===== config.mk =====
export PLATFORM = sky130hd
export DESIGN_NAME = prg_health_gate
export DESIGN_NICKNAME = d
export VERILOG_FILES = /design/src/prg_pkg.sv /design/src/prg_health_gate.sv
export SDC_FILE = /design/constraint.sdc
export NUM_CORES = 1
export LEC_CHECK = 0
export BUFFER_PORTS_ARGS = -buffer_cell sky130_fd_sc_hd__buf_2
export CAP_MARGIN = 20
export CORE_MARGIN = 2
export CORE_UTILIZATION = 67
export DETAILED_ROUTE_END_ITERATION = 8
export HOLD_SLACK_MARGIN = 0.05
export PLACE_DENSITY_LB_ADDON = 0.2
export SETUP_SLACK_MARGIN = 0.5
export SLEW_MARGIN = 15
export SYNTH_ARGS = -nofsm -noshare
export SYNTH_HDL_FRONTEND = slang
export SYNTH_SLANG_ARGS = --single-unit

===== constraint.sdc =====
create_clock -name ref_clk -period 8.2 [get_ports ref_clk]
set_input_delay 1.64 -clock ref_clk [delete_from_list [all_inputs] [get_ports ref_clk]]
set_output_delay 1.64 -clock ref_clk [all_outputs]
set_load 0.01 [all_outputs]

===== src/prg_pkg.sv =====
// ==========================================================================
// Summary of operation
// RULE_01: Total failure test at start; failure blocks output
// RULE_02: Withhold words built from post-failure raw bits
// RULE_03: Online test runs at start-up and operation
// RULE_04: Output blocked until start-up test passes
// RULE_05: Online test continuous, detects defects in bounded time
// RULE_06: Words delivered 8 or 16 bits wide
// RULE_07: Raw bits passed unprocessed, keeping entropy quality
// RULE_08: Fault sets sticky alarm, drops output valid
// ==========================================================================
package prg_pkg;

  // ========================================================================
  // Widths
  localparam int WORD_W = 16;
  localparam int FIFO_DEPTH = 16;
  localparam int NARROW_W = 8;

  // ========================================================================
  // Total failure test: longest run of one raw value tolerated
  localparam int STUCK_NS = 640;
  localparam int CLK_PERIOD_NS = 5;
  localparam int STUCK_CYC = STUCK_NS / CLK_PERIOD_NS;
  localparam int STUCK_CNT_W = 8;

  // ========================================================================
  // Online test: ones count over a window must lie inside bounds
  localparam int WIN_BITS = 256;
  localparam int WIN_CNT_W = 9;
  localparam logic [WIN_CNT_W-1:0] WIN_LAST = 9'h0ff;
  localparam logic [WIN_CNT_W-1:0] ONES_LO = 9'h060;
  localparam logic [WIN_CNT_W-1:0] ONES_HI = 9'h0a0;

  // ========================================================================
  // Health state, Gray coded along start-up, run, fault
  typedef enum logic [1:0] {
    PRG_STARTUP = 2'b00,
    PRG_RUN = 2'b01,
    PRG_FAULT = 2'b11
  } prg_state_t;

  // Word carried through the buffer
  typedef struct packed {
    logic wide;
    logic [WORD_W-1:0] data;
  } prg_word_t;

  localparam int PW_W = $bits(prg_word_t);

endpackage


===== src/prg_health_gate.sv =====
`timescale 1ns/1ps

// ==========================================================================
// Word buffer with flush
module prg_fifo #(
  parameter int W = 17,
  parameter int DEPTH = 16
) (
  // Clock and reset
  input wire logic ref_clk,
  input wire logic sys_rst,
  input wire logic flush,
  // Fill side
  input wire logic [W-1:0] in_data,
  input wire logic in_valid,
  output logic in_ready,
  // Drain side
  output logic [W-1:0] out_data,
  output logic out_valid,
  input wire logic out_ready
);
  localparam int AW = $clog2(DEPTH);

  logic [W-1:0] mem [DEPTH];  // Storage
  logic [AW-1:0] wp_r, wp_nxt;  // Write pointer
  logic [AW-1:0] rp_r, rp_nxt;  // Read pointer
  logic [AW:0] cnt_r, cnt_nxt;  // Fill level
  logic do_wr;
  logic do_rd;

  assign in_ready = (cnt_r != (AW+1)'(DEPTH));
  assign out_valid = (cnt_r != '0);
  assign out_data = mem[rp_r];
  assign do_wr = in_valid && in_ready;
  assign do_rd = out_valid && out_ready;

  // Pointer and level update
  always_comb begin
    wp_nxt = wp_r;
    rp_nxt = rp_r;
    cnt_nxt = cnt_r;
    if (flush) begin
      // Drop everything held
      wp_nxt = '0;
      rp_nxt = '0;
      cnt_nxt = '0;
    end else begin
      if (do_wr) wp_nxt = wp_r + 1'b1;
      if (do_rd) rp_nxt = rp_r + 1'b1;
      if (do_wr && !do_rd) cnt_nxt = cnt_r + 1'b1;
      else if (do_rd && !do_wr) cnt_nxt = cnt_r - 1'b1;
    end
  end

  // Pointer registers
  always_ff @(posedge ref_clk) begin
    if (sys_rst) begin
      wp_r <= '0;
      rp_r <= '0;
      cnt_r <= '0;
    end else begin
      wp_r <= wp_nxt;
      rp_r <= rp_nxt;
      cnt_r <= cnt_nxt;
    end
  end

  // Storage write
  always_ff @(posedge ref_clk) begin
    if (do_wr && !flush) mem[wp_r] <= in_data;
  end
endmodule

// ==========================================================================
// Health-gated random word source
module prg_health_gate
  import prg_pkg::*;
(
  // Clock and reset
  input wire logic ref_clk,
  input wire logic sys_rst,
  // Entropy source pin
  input wire logic raw_bit,
  // Word format and alarm control
  input wire logic wide_mode,
  input wire logic alarm_clr,
  // Random word stream
  output logic [WORD_W-1:0] rnd_data_r,
  output logic rnd_wide_r,
  output logic rnd_valid_r,
  input wire logic rnd_ready,
  // Health status
  output logic alarm_r,
  output logic healthy_r
);
  // ========================================================================
  // Input synchroniser, accepted once stages two and three agree
  logic s1_r, s2_r, s3_r;
  logic bit_r, bit_nxt;  // Accepted raw bit
  logic bit_new;  // Accepted value this cycle
  always_comb begin
    bit_nxt = (s2_r == s3_r) ? s3_r : bit_r;
  end
  always_ff @(posedge ref_clk) begin
    if (sys_rst) begin
      s1_r <= 1'b0;
      s2_r <= 1'b0;
      s3_r <= 1'b0;
      bit_r <= 1'b0;
    end else begin
      s1_r <= raw_bit;
      s2_r <= s1_r;
      s3_r <= s2_r;
      bit_r <= bit_nxt;
    end
  end
  assign bit_new = bit_nxt;
  // ========================================================================
  // Total failure test: raw value stuck too long
  logic [STUCK_CNT_W-1:0] run_r, run_nxt;  // Current run length
  logic prev_r;  // Previous accepted bit
  logic tot_fail;
  // Run length, held at the limit only while the value stays put
  always_comb begin
    run_nxt = (bit_new == prev_r) ? run_r + 1'b1 : '0;
    if ((run_r == STUCK_CNT_W'(STUCK_CYC)) && (bit_new == prev_r)) run_nxt = run_r;  // RULE_02
  end
  assign tot_fail = (run_r == STUCK_CNT_W'(STUCK_CYC));  // RULE_01 RULE_02
  always_ff @(posedge ref_clk) begin
    if (sys_rst) begin
      run_r <= '0;
      prev_r <= 1'b0;
    end else begin
      run_r <= run_nxt;
      prev_r <= bit_new;
    end
  end
  // ========================================================================
  // Online test: ones count over each window, always running
  logic [WIN_CNT_W-1:0] pos_r, pos_nxt;  // Position in window
  logic [WIN_CNT_W-1:0] ones_r, ones_nxt;  // Ones so far
  logic [WIN_CNT_W-1:0] ones_fin;  // Ones including this bit
  logic win_end;
  logic win_bad;
  assign ones_fin = ones_r + WIN_CNT_W'(bit_new);
  assign win_end = (pos_r == WIN_LAST);  // RULE_05
  assign win_bad = win_end && ((ones_fin < ONES_LO) || (ones_fin > ONES_HI));  // RULE_03
  always_comb begin
    pos_nxt = win_end ? '0 : pos_r + 1'b1;
    ones_nxt = win_end ? '0 : ones_fin;
  end
  always_ff @(posedge ref_clk) begin
    if (sys_rst) begin
      pos_r <= '0;
      ones_r <= '0;
    end else begin
      pos_r <= pos_nxt;
      ones_r <= ones_nxt;
    end
  end
  // ========================================================================
  // Health state and sticky alarm
  prg_state_t st_r, st_nxt;
  logic fault;
  logic alarm_nxt;
  logic healthy_nxt;
  assign fault = tot_fail || win_bad;
  always_comb begin
    st_nxt = st_r;
    case (st_r)
      PRG_STARTUP: begin
        // Need one clean window end; after a fault that window began before start-up
        if (fault) st_nxt = PRG_FAULT;  // RULE_01
        else if (win_end) st_nxt = PRG_RUN;  // RULE_04
      end
      PRG_RUN: begin
        if (fault) st_nxt = PRG_FAULT;  // RULE_04
      end
      PRG_FAULT: begin
        // Retest in start-up; window and run counters keep running, not restarted
        st_nxt = PRG_STARTUP;
      end
      default: st_nxt = PRG_STARTUP;
    endcase
    // Set wins over clear
    alarm_nxt = fault ? 1'b1 : (alarm_clr ? 1'b0 : alarm_r);  // RULE_08
    healthy_nxt = (st_nxt == PRG_RUN);
  end
  always_ff @(posedge ref_clk) begin
    if (sys_rst) begin
      st_r <= PRG_STARTUP;
      alarm_r <= 1'b0;
      healthy_r <= 1'b0;
    end else begin
      st_r <= st_nxt;
      alarm_r <= alarm_nxt;
      healthy_r <= healthy_nxt;
    end
  end
  // ========================================================================
  // Word assembly, raw bits unprocessed
  logic [WORD_W-1:0] sh_r, sh_nxt;  // Shift register
  logic [4:0] nb_r, nb_nxt;  // Bits gathered
  logic wide_r, wide_nxt;  // Format of word in progress
  logic kill;  // Discard in-flight words
  logic word_done;
  prg_word_t fin_word;
  logic fin_ready;
  prg_word_t fo_word;
  logic fo_valid;
  logic fo_ready;
  assign kill = fault || (st_r != PRG_RUN);  // RULE_02
  assign word_done = (nb_r == (wide_r ? 5'(WORD_W) : 5'(NARROW_W)));  // RULE_06
  assign fin_word.wide = wide_r;
  assign fin_word.data = wide_r ? sh_r : {8'h00, sh_r[NARROW_W-1:0]};  // RULE_06 RULE_07
  always_comb begin
    sh_nxt = sh_r;
    nb_nxt = nb_r;
    wide_nxt = wide_r;
    if (kill) begin
      // Partial word may hold post-failure bits
      nb_nxt = '0;
      wide_nxt = wide_mode;
    end else if (word_done) begin
      // Wait until the buffer takes it
      if (fin_ready) begin
        nb_nxt = '0;
        wide_nxt = wide_mode;
      end
    end else begin
      sh_nxt = {sh_r[WORD_W-2:0], bit_new};  // RULE_07
      nb_nxt = nb_r + 1'b1;
    end
  end
  always_ff @(posedge ref_clk) begin
    if (sys_rst) begin
      sh_r <= '0;
      nb_r <= '0;
      wide_r <= 1'b0;
    end else begin
      sh_r <= sh_nxt;
      nb_r <= nb_nxt;
      wide_r <= wide_nxt;
    end
  end
  // ========================================================================
  // Buffer, flushed on any fault
  prg_fifo #(
    .W(PW_W),
    .DEPTH(FIFO_DEPTH)
  ) u_fifo (
    .ref_clk(ref_clk),
    .sys_rst(sys_rst),
    .flush(kill),  // RULE_02
    .in_data(fin_word),
    .in_valid(word_done && !kill),
    .in_ready(fin_ready),
    .out_data(fo_word),
    .out_valid(fo_valid),
    .out_ready(fo_ready)
  );

  // ========================================================================
  // Output register stage
  logic ov_nxt;
  logic [WORD_W-1:0] od_nxt;
  logic ow_nxt;

  assign fo_ready = !kill && (!rnd_valid_r || rnd_ready);

  always_comb begin
    ov_nxt = rnd_valid_r;
    od_nxt = rnd_data_r;
    ow_nxt = rnd_wide_r;
    if (kill) begin
      ov_nxt = 1'b0;  // RULE_04 RULE_08
    end else if (!rnd_valid_r || rnd_ready) begin
      ov_nxt = fo_valid;
      if (fo_valid) begin
        od_nxt = fo_word.data;
        ow_nxt = fo_word.wide;
      end
    end
  end

  always_ff @(posedge ref_clk) begin
    if (sys_rst) begin
      rnd_valid_r <= 1'b0;
      rnd_data_r <= '0;
      rnd_wide_r <= 1'b0;
    end else begin
      rnd_valid_r <= ov_nxt;
      rnd_data_r <= od_nxt;
      rnd_wide_r <= ow_nxt;
    end
  end
endmodule


* Yosys cells after proc, flatten, opt, wreduce, memory -nomap -nowiden
Memory sizes are Yosys's and may differ from the RTL's. A register that Yosys moved wholly into a read port is not among the register bits.
Index checks and enable logic that the tools add are counted.
W data, S select, Z words.
** Word-level totals
- Register bits :: 70
- RAM bits :: 272
- Input port bits :: 6
- Output and inout port bits :: 20
- Logic and storage cells :: 87
- Memories :: 1
** Memories
- u_fifo.mem :: words 16, bits a word 17, rd ports 1, clocked after Yosys merged registers in 1, wr ports 1, line prg_health_gate.sv:24 : logic [W-1:0] mem [DEPTH];
** Cells by class
- $add $sub $neg :: 8
- Order comparisons :: 2
- Equality and inequality tests :: 10
- Muxes and demuxes :: 19
- Bitwise logic cells :: 2
- Reduce and logical (&&, ||, !) cells :: 28
** Operator list (count)
- $mux W5 :: 5
- $mux W16 :: 1
- $add A5 B1 Y5 const B :: 2
- $add A9 B1 Y9 :: 1
- $add A9 B1 Y9 const B :: 1
- $eq A9 B8 Y1 const B :: 1
- $gt A9 B8 Y1 const B :: 1
- $logic_and A1 B1 Y1 :: 9
- $lt A9 B7 Y1 const B :: 1
- $add A4 B1 Y4 const B :: 2
- $add A8 B1 Y8 const B :: 1
- $eq A8 B8 Y1 const B :: 1
- $mux W1 :: 8
- $mux W8 :: 1
- $reduce_bool A2 Y1 :: 4
- $mux W2 :: 3
- $eq A5 B5 Y1 :: 1
- $ne A5 B5 Y1 const B :: 1
- $reduce_bool A5 Y1 :: 1
- $sub A5 B1 Y5 const B :: 1
- $eq A2 B1 Y1 const B :: 2
- $logic_not A1 Y1 :: 4
- $logic_or A1 B1 Y1 :: 4
- $ne A2 B1 Y1 const B :: 2
- 7 further kinds :: 11

* Longest topological paths before layout
- Word-level depth :: 15
- Depth in mapped cells :: 21
- Mapped depth without buffers :: 19

* Modules after synthesis
A second synthesis with hierarchy kept.
** Second synthesis, totals
- Cells, all modules :: 873
- Area total of the unflattened synthesis :: 14587.7 µm²
** By module, submodules not included
- prg_fifo :: instances 1, cells an instance 526, area an instance 11198.2 µm², seq. area each 8508.2 µm²
- prg_health_gate :: instances 1, cells an instance 347, area an instance 3389.5 µm², seq. area each 1481.4 µm²

* Worst setup path before layout
No wires, ideal clock.
- Path kind :: reg-to-reg
- From :: reg s2_r
- To :: mem u_fifo.mem[15][0] (enable)
- Setup time :: 435 ps
- Arrival time :: 3931 ps
- Required time :: 7765 ps
- Path slack :: 3834 ps
- Stages on the path, launching flop included :: 12
- Path buffers :: 1
- Period minus slack after synthesis :: 4366 ps
- Cells stage by stage :: dfxtp_1 a21oi_1 nor2_1 ha_1 ha_1 and4_1 a211oi_1 a211oi_1 o211ai_1 nand2_1 buf_2 nor4_1
** Between the ends
- Word-level cells in the longest chain between the ends :: 14
- Elaborated cells on any way between the ends :: 15
- Those cells by class :: 1 x add/sub; 2 x order compare; 1 x eq/ne; 3 x mux; 8 x reduce/logical
** RTL lines
- start: declaration :: line prg_health_gate.sv:98 : logic s1_r, s2_r, s3_r;
- start signal: assignment :: line prg_health_gate.sv:112 : s2_r <= s1_r;
- $eq A1 B1 Y1 * :: line prg_health_gate.sv:102 : bit_nxt = (s2_r == s3_r) ? s3_r : bit_r;
- $mux W1 * :: line prg_health_gate.sv:102
- net bit_new :: line prg_health_gate.sv:100 : logic bit_new;
- $add A9 B1 Y9 * :: line prg_health_gate.sv:145 : assign ones_fin = ones_r + WIN_CNT_W'(bit_new);
- $lt A9 B7 Y1 / $gt A9 B8 Y1 (equally long branches) :: line prg_health_gate.sv:147 : assign win_bad = win_end && ((ones_fin < ONES_LO) || (ones_fin > ONES_HI));
- $logic_or A1 B1 Y1 * :: line prg_health_gate.sv:147
- $logic_and A1 B1 Y1 * :: line prg_health_gate.sv:147
- $logic_or A1 B1 Y1 * :: line prg_health_gate.sv:167 : assign fault = tot_fail || win_bad;
- $logic_or A1 B1 Y1 * :: line prg_health_gate.sv:212 : assign kill = fault || (st_r != PRG_RUN);
- $logic_not A1 Y1 * :: line prg_health_gate.sv:70, prg_health_gate.sv:256
- $logic_and A1 B1 Y1 :: line prg_health_gate.sv:256 : .in_valid(word_done && !kill),
- $logic_and A1 B1 Y1 :: line prg_health_gate.sv:34 : assign do_wr = in_valid && in_ready;
- $logic_and A1 B1 Y1 * :: line prg_health_gate.sv:70 : if (do_wr && !flush) mem[wp_r] <= in_data;
- $mux W1 * :: line prg_health_gate.sv:70
- $mux W1 (not written as such) * :: line prg_health_gate.sv:70
- end: declaration :: line prg_health_gate.sv:24
The timed path passes the listed nets; every way through them passes the cells marked *.

* Worst setup path in the final report
- From :: reg s2_r
- To :: reg u_fifo.cnt_r[4]
** Between the ends
- Word-level cells in the longest chain between the ends :: 14
- Elaborated cells on any way between the ends :: 21
- Those cells by class :: 1 x add/sub; 2 x order compare; 1 x eq/ne; 2 x mux; 15 x reduce/logical
** RTL lines
- $eq A1 B1 Y1 * :: line prg_health_gate.sv:102
- $mux W1 * :: line prg_health_gate.sv:102
- net bit_new :: line prg_health_gate.sv:100
- $add A9 B1 Y9 * :: line prg_health_gate.sv:145
- $lt A9 B7 Y1 / $gt A9 B8 Y1 (equally long branches) :: line prg_health_gate.sv:147
- $logic_or A1 B1 Y1 * :: line prg_health_gate.sv:147
- $logic_and A1 B1 Y1 * :: line prg_health_gate.sv:147
- $logic_or A1 B1 Y1 * :: line prg_health_gate.sv:167
- $logic_or A1 B1 Y1 * :: line prg_health_gate.sv:212
- $logic_not A1 Y1 * :: line prg_health_gate.sv:256
- $logic_and A1 B1 Y1 * :: line prg_health_gate.sv:256
- $logic_and A1 B1 Y1 * :: line prg_health_gate.sv:34
- net u_fifo.do_wr :: line prg_health_gate.sv:28 : logic do_wr;
- $logic_not A1 Y1 :: line prg_health_gate.sv:51 : else if (do_rd && !do_wr) cnt_nxt = cnt_r - 1'b1;
- $logic_and A1 B1 Y1 :: line prg_health_gate.sv:51
- $reduce_bool A2 Y1 (no source line)
- end signal: assignment :: line prg_health_gate.sv:64 : cnt_r <= cnt_nxt;
- end: declaration :: line prg_health_gate.sv:27 : logic [AW:0] cnt_r, cnt_nxt;
Marks and branches as above.
A chain may end at the register's enable or synchronous reset.

==> results list <==
- The run finished with clean final reports.
- Unique cell type count in the Yosys netlist: 51
- Max Root-Sink Buffers: 3
- At the pin with the least slew margin, the transition time is 1.090 ns.
* Number of cells in the finished layout apart from fillers: 1170
- From synthesis to final layout, the design area changed by 12.27%.
- Class of the most critical setup path: flip-flop to flip-flop
- Row count: 53
- Launching element of the worst setup path: s2_r
- Via density per instance: 6.599
- The tool flagged a number of max-cap violations equal to 0.
* Number of top-level design ports: 26
* Cell total after placement: 1105
* Total number of H-tree levels: 2
- Setup repair after global routing left no endpoint under its margin.
- Average cell area after synthesis: 17.15 µm²
- DRT antenna net count: 0
* CTS tree: built
- First-pass iteration count of the detailed router: 5
- For the worst setup path, the data required time is 8.57 ns.
* Total inserted antenna cells: 0
- Synth Flop Type: edfxtp_1
- In the final routed layout, each cell accounts on average for 25.90 µm.
- Root Buffer: clkbuf_16
- Floorplan Core Area: 20890 µm²
- Summing all multi-input logic gate instances after layout gives 4144 µm².
* Fin util: 76.33%
- For this configuration, the core starts out at a cell density of 67.98%.
- STA classifies the critical path endpoint as a flip-flop.
* Via count of the first global-routing pass: 7842
- Proportion of synthesized chip area in sequential cells: 69.78%
- Static timing analysis puts the maximum clock frequency at 0.2107 GHz.
- Critical Path Start Type: flip-flop
- Horiz. Die Dim: 149.6 µm
- Setup Viol. Count Final: 0
- Global routing finished with a remaining overflow of 0.
- Leaving out fill and tap cells, the most frequent cell in the layout is edfxtp_1.
- Fin. Hold Viols: 0
- Share of async-settable or async-resettable flops after synthesis: 0%
* Hold Worst Slack: 0.4515 ns
- Maximum fanout along the worst path: 22
- Cells with a size suffix above 1 make up 23.35% of the layout.
- Drt drc: 0
- Total Die Area: 22380 µm²
- The net count of the finished layout is 892.
* FF+latch area: 9915 µm²
- Total via count in the routed design: 7721
- Global routing consumed, over all layers together, 28.35% of the routing resources.
* Post-CTS resize count: 0
* EDFF count, synth: 272
* Leakage Power: 4.453 nW
* Library cell occupying the most area in the post-synthesis netlist: edfxtp_1
- FILL cells: 1124
* Clock skew after layout: 0.01907 ns
- Worst Path Arrival: 5.12 ns
- The mapped netlist covers 14200 µm².
- Syn Nets: 852
- Hold repair after CTS inserted 0 buffers.
* Final Slew Violations: 0
- At the later pin of the worst-skew pair, clock insertion delay measures 0.52 ns.
- Time the final worst path needs with I/O delays and setup: 4.746 ns
- Dividing total power by cell area gives a power density of 228.2 nW/µm².
* Clock-pin slew of the registers on the worst-case setup and hold paths: 0.06 ns
- Buffers added to address setup during post-CTS repair amount to 0.
- Global placer's final weighted congestion: 0.8156
* DPL Wire Length: 16640 µm
- The worst hold path begins at s1_r.
- The worst hold path belongs to the class flip-flop to flip-flop.
- After technology mapping, the gate count stands at 828.
- Warnings, synthesis: 0
* Initial antenna violation count: 0
- DRC violation total after the first TritonRoute iteration: 777
- IR analysis of the VDD net gives a maximum drop of 0.1965 mV.
- Top library cells by usage in the layout, fill and taps aside: edfxtp_1, mux4_2, dfxtp_1
- Sinks on Clock Net: 359
* Setup_tns: 0 ns
* Die Span Y: 149.6 µm
* Startpoint of the lowest-slack register-to-register path: s2_r
* Number of storage elements in the synthesis netlist: 359
- First-pass GRT wire length: 46020 µm
* Inserted Clock Buffers: 36
* Maximum number of pins on one net before global-route repair: 72
- By area the synthesized netlist is led by edfxtp_1, mux4_2, dfxtp_1, ha_1, mux2i_1.
- I/O Buffers: 25
* Part of the cycle the worst path needs: 57.87%
- The share of synthesized area in the top cell type comes to 57.52%.
- Drt total wl: 30300 µm
- In this run the tightest slew margin relative to its limit is 27.31%.
==> final timing paths <==
kind                                         to  slack, ns  cells past startpoint
worst max-delay path            u_fifo.cnt_r[4]       3.45                     20
worst max register to register  u_fifo.cnt_r[4]       3.45                     20
worst min register to register             s2_r       0.45                      1
worst min-delay path                       s2_r       0.45                      1
==> per-stage QoR <==
step / setup WS (ns) / instance area [µm²] / power, mW
global route: 3.066 / 15940 / 3.721
global placement: 3.648 / 14730 / 1.991
CTS: 3.507 / 15940 / 3.658
detailed placement: 3.522 / 14730 / 1.992
floorplan: 3.834 / 14200 / 1.986
finish: 3.454 / 15940 / 3.639
==> final cells by class <==
type                    instances  share of cell area [%]
flip-flops and latches        359                   62.18
multi-input cells             413                   25.99
clock buffers                  51                   6.129
well taps                     275                   2.158
repair buffers                 47                   1.821
clock inverters                14                   1.460
inverters                      11                  0.2590
==> synthesized netlist by cell type (all sizes together), types with 2 or more instances <==
| cell | instances |
|---|---|
| edfxtp | 272 |
| dfxtp | 87 |
| mux4 | 85 |
| nor2 | 48 |
| a21oi | 32 |
| nand3 | 31 |
| clkbuf | 27 |
| nand2b | 23 |
| o21ai | 21 |
| nor4 | 19 |
| buf | 18 |
| mux2i | 18 |
| nand2 | 18 |
| xor2 | 18 |
| ha | 17 |
| and2 | 14 |
| xnor2 | 13 |
| inv | 11 |
| and3 | 8 |
| nand4 | 7 |
| nor2b | 6 |
| nor3 | 4 |
| or3 | 4 |
| or2 | 3 |
| a211oi | 2 |
| a21o | 2 |
| and4 | 2 |
| nand3b | 2 |
| nor4b | 2 |
| or3b | 2 |
==> critical path, cell delays in order, from the launching register on <==
cell and delay (ns):
dfxtp_1 0.35, a21oi_1 0.10, nor2_1 0.10, ha_1 0.20
ha_1 0.32, nand4_2 0.23, nor4_1 0.32, a211oi_1 0.13
o211ai_1 0.17, buf_4 0.31, nand2_1 0.53, nor3_1 0.31
ha_1 0.23, inv_1 0.11, fa_1 0.44, a21o_1 0.19
a21oi_1 0.16, xnor2_1 0.13, nor2_1 0.07, xnor2_1 0.14
nor2_1 0.06
==> flip-flops by register name, summed over array words and instances (netlist names), 2 cells and up <==
signal        flops
u_fifo.mem      272
rnd_data_r       16
sh_r             16
ones_r            9
pos_r             9
run_r             8
nb_r              5
u_fifo.cnt_r      5
u_fifo.rp_r       4
u_fifo.wp_r       4
st_r              2
==> routing by layer <==
metal  track usage [%]  vias up  routed length [µm]
li1                  -     3309                   -
met1             39.19     3981               12070
met2             46.70      363               15090
met3             4.909       68                2276
met4             9.619        0                 864
met5                 0        -                   0
==> power by group <==
| group | leakage (nW) | switching (mW) | internal (mW) |
|---|---|---|---|
| clock | 0.588 | 0.661 | 1.02 |
| sequential | 2.69 | 0.00430 | 1.93 |
| combinational | 1.18 | 0.00982 | 0.00659 |
==> logic make-up (layout without fill, tap and decap cells) <==
family,Yosys count,in the layout,share of synthesized area (%)
adder cells (fa/ha/maj),18,18,1.639
flip-flops,359,359,69.78
XOR/XNOR,31,31,1.912
AND/OR/NAND/NOR,194,194,7.401
AO/OA/AOI/OAI,66,66,2.696
multiplexers,104,104,14.83
buffers and inverters,56,123,1.745
No activity file was read; power rests on OpenSTA's default activity.
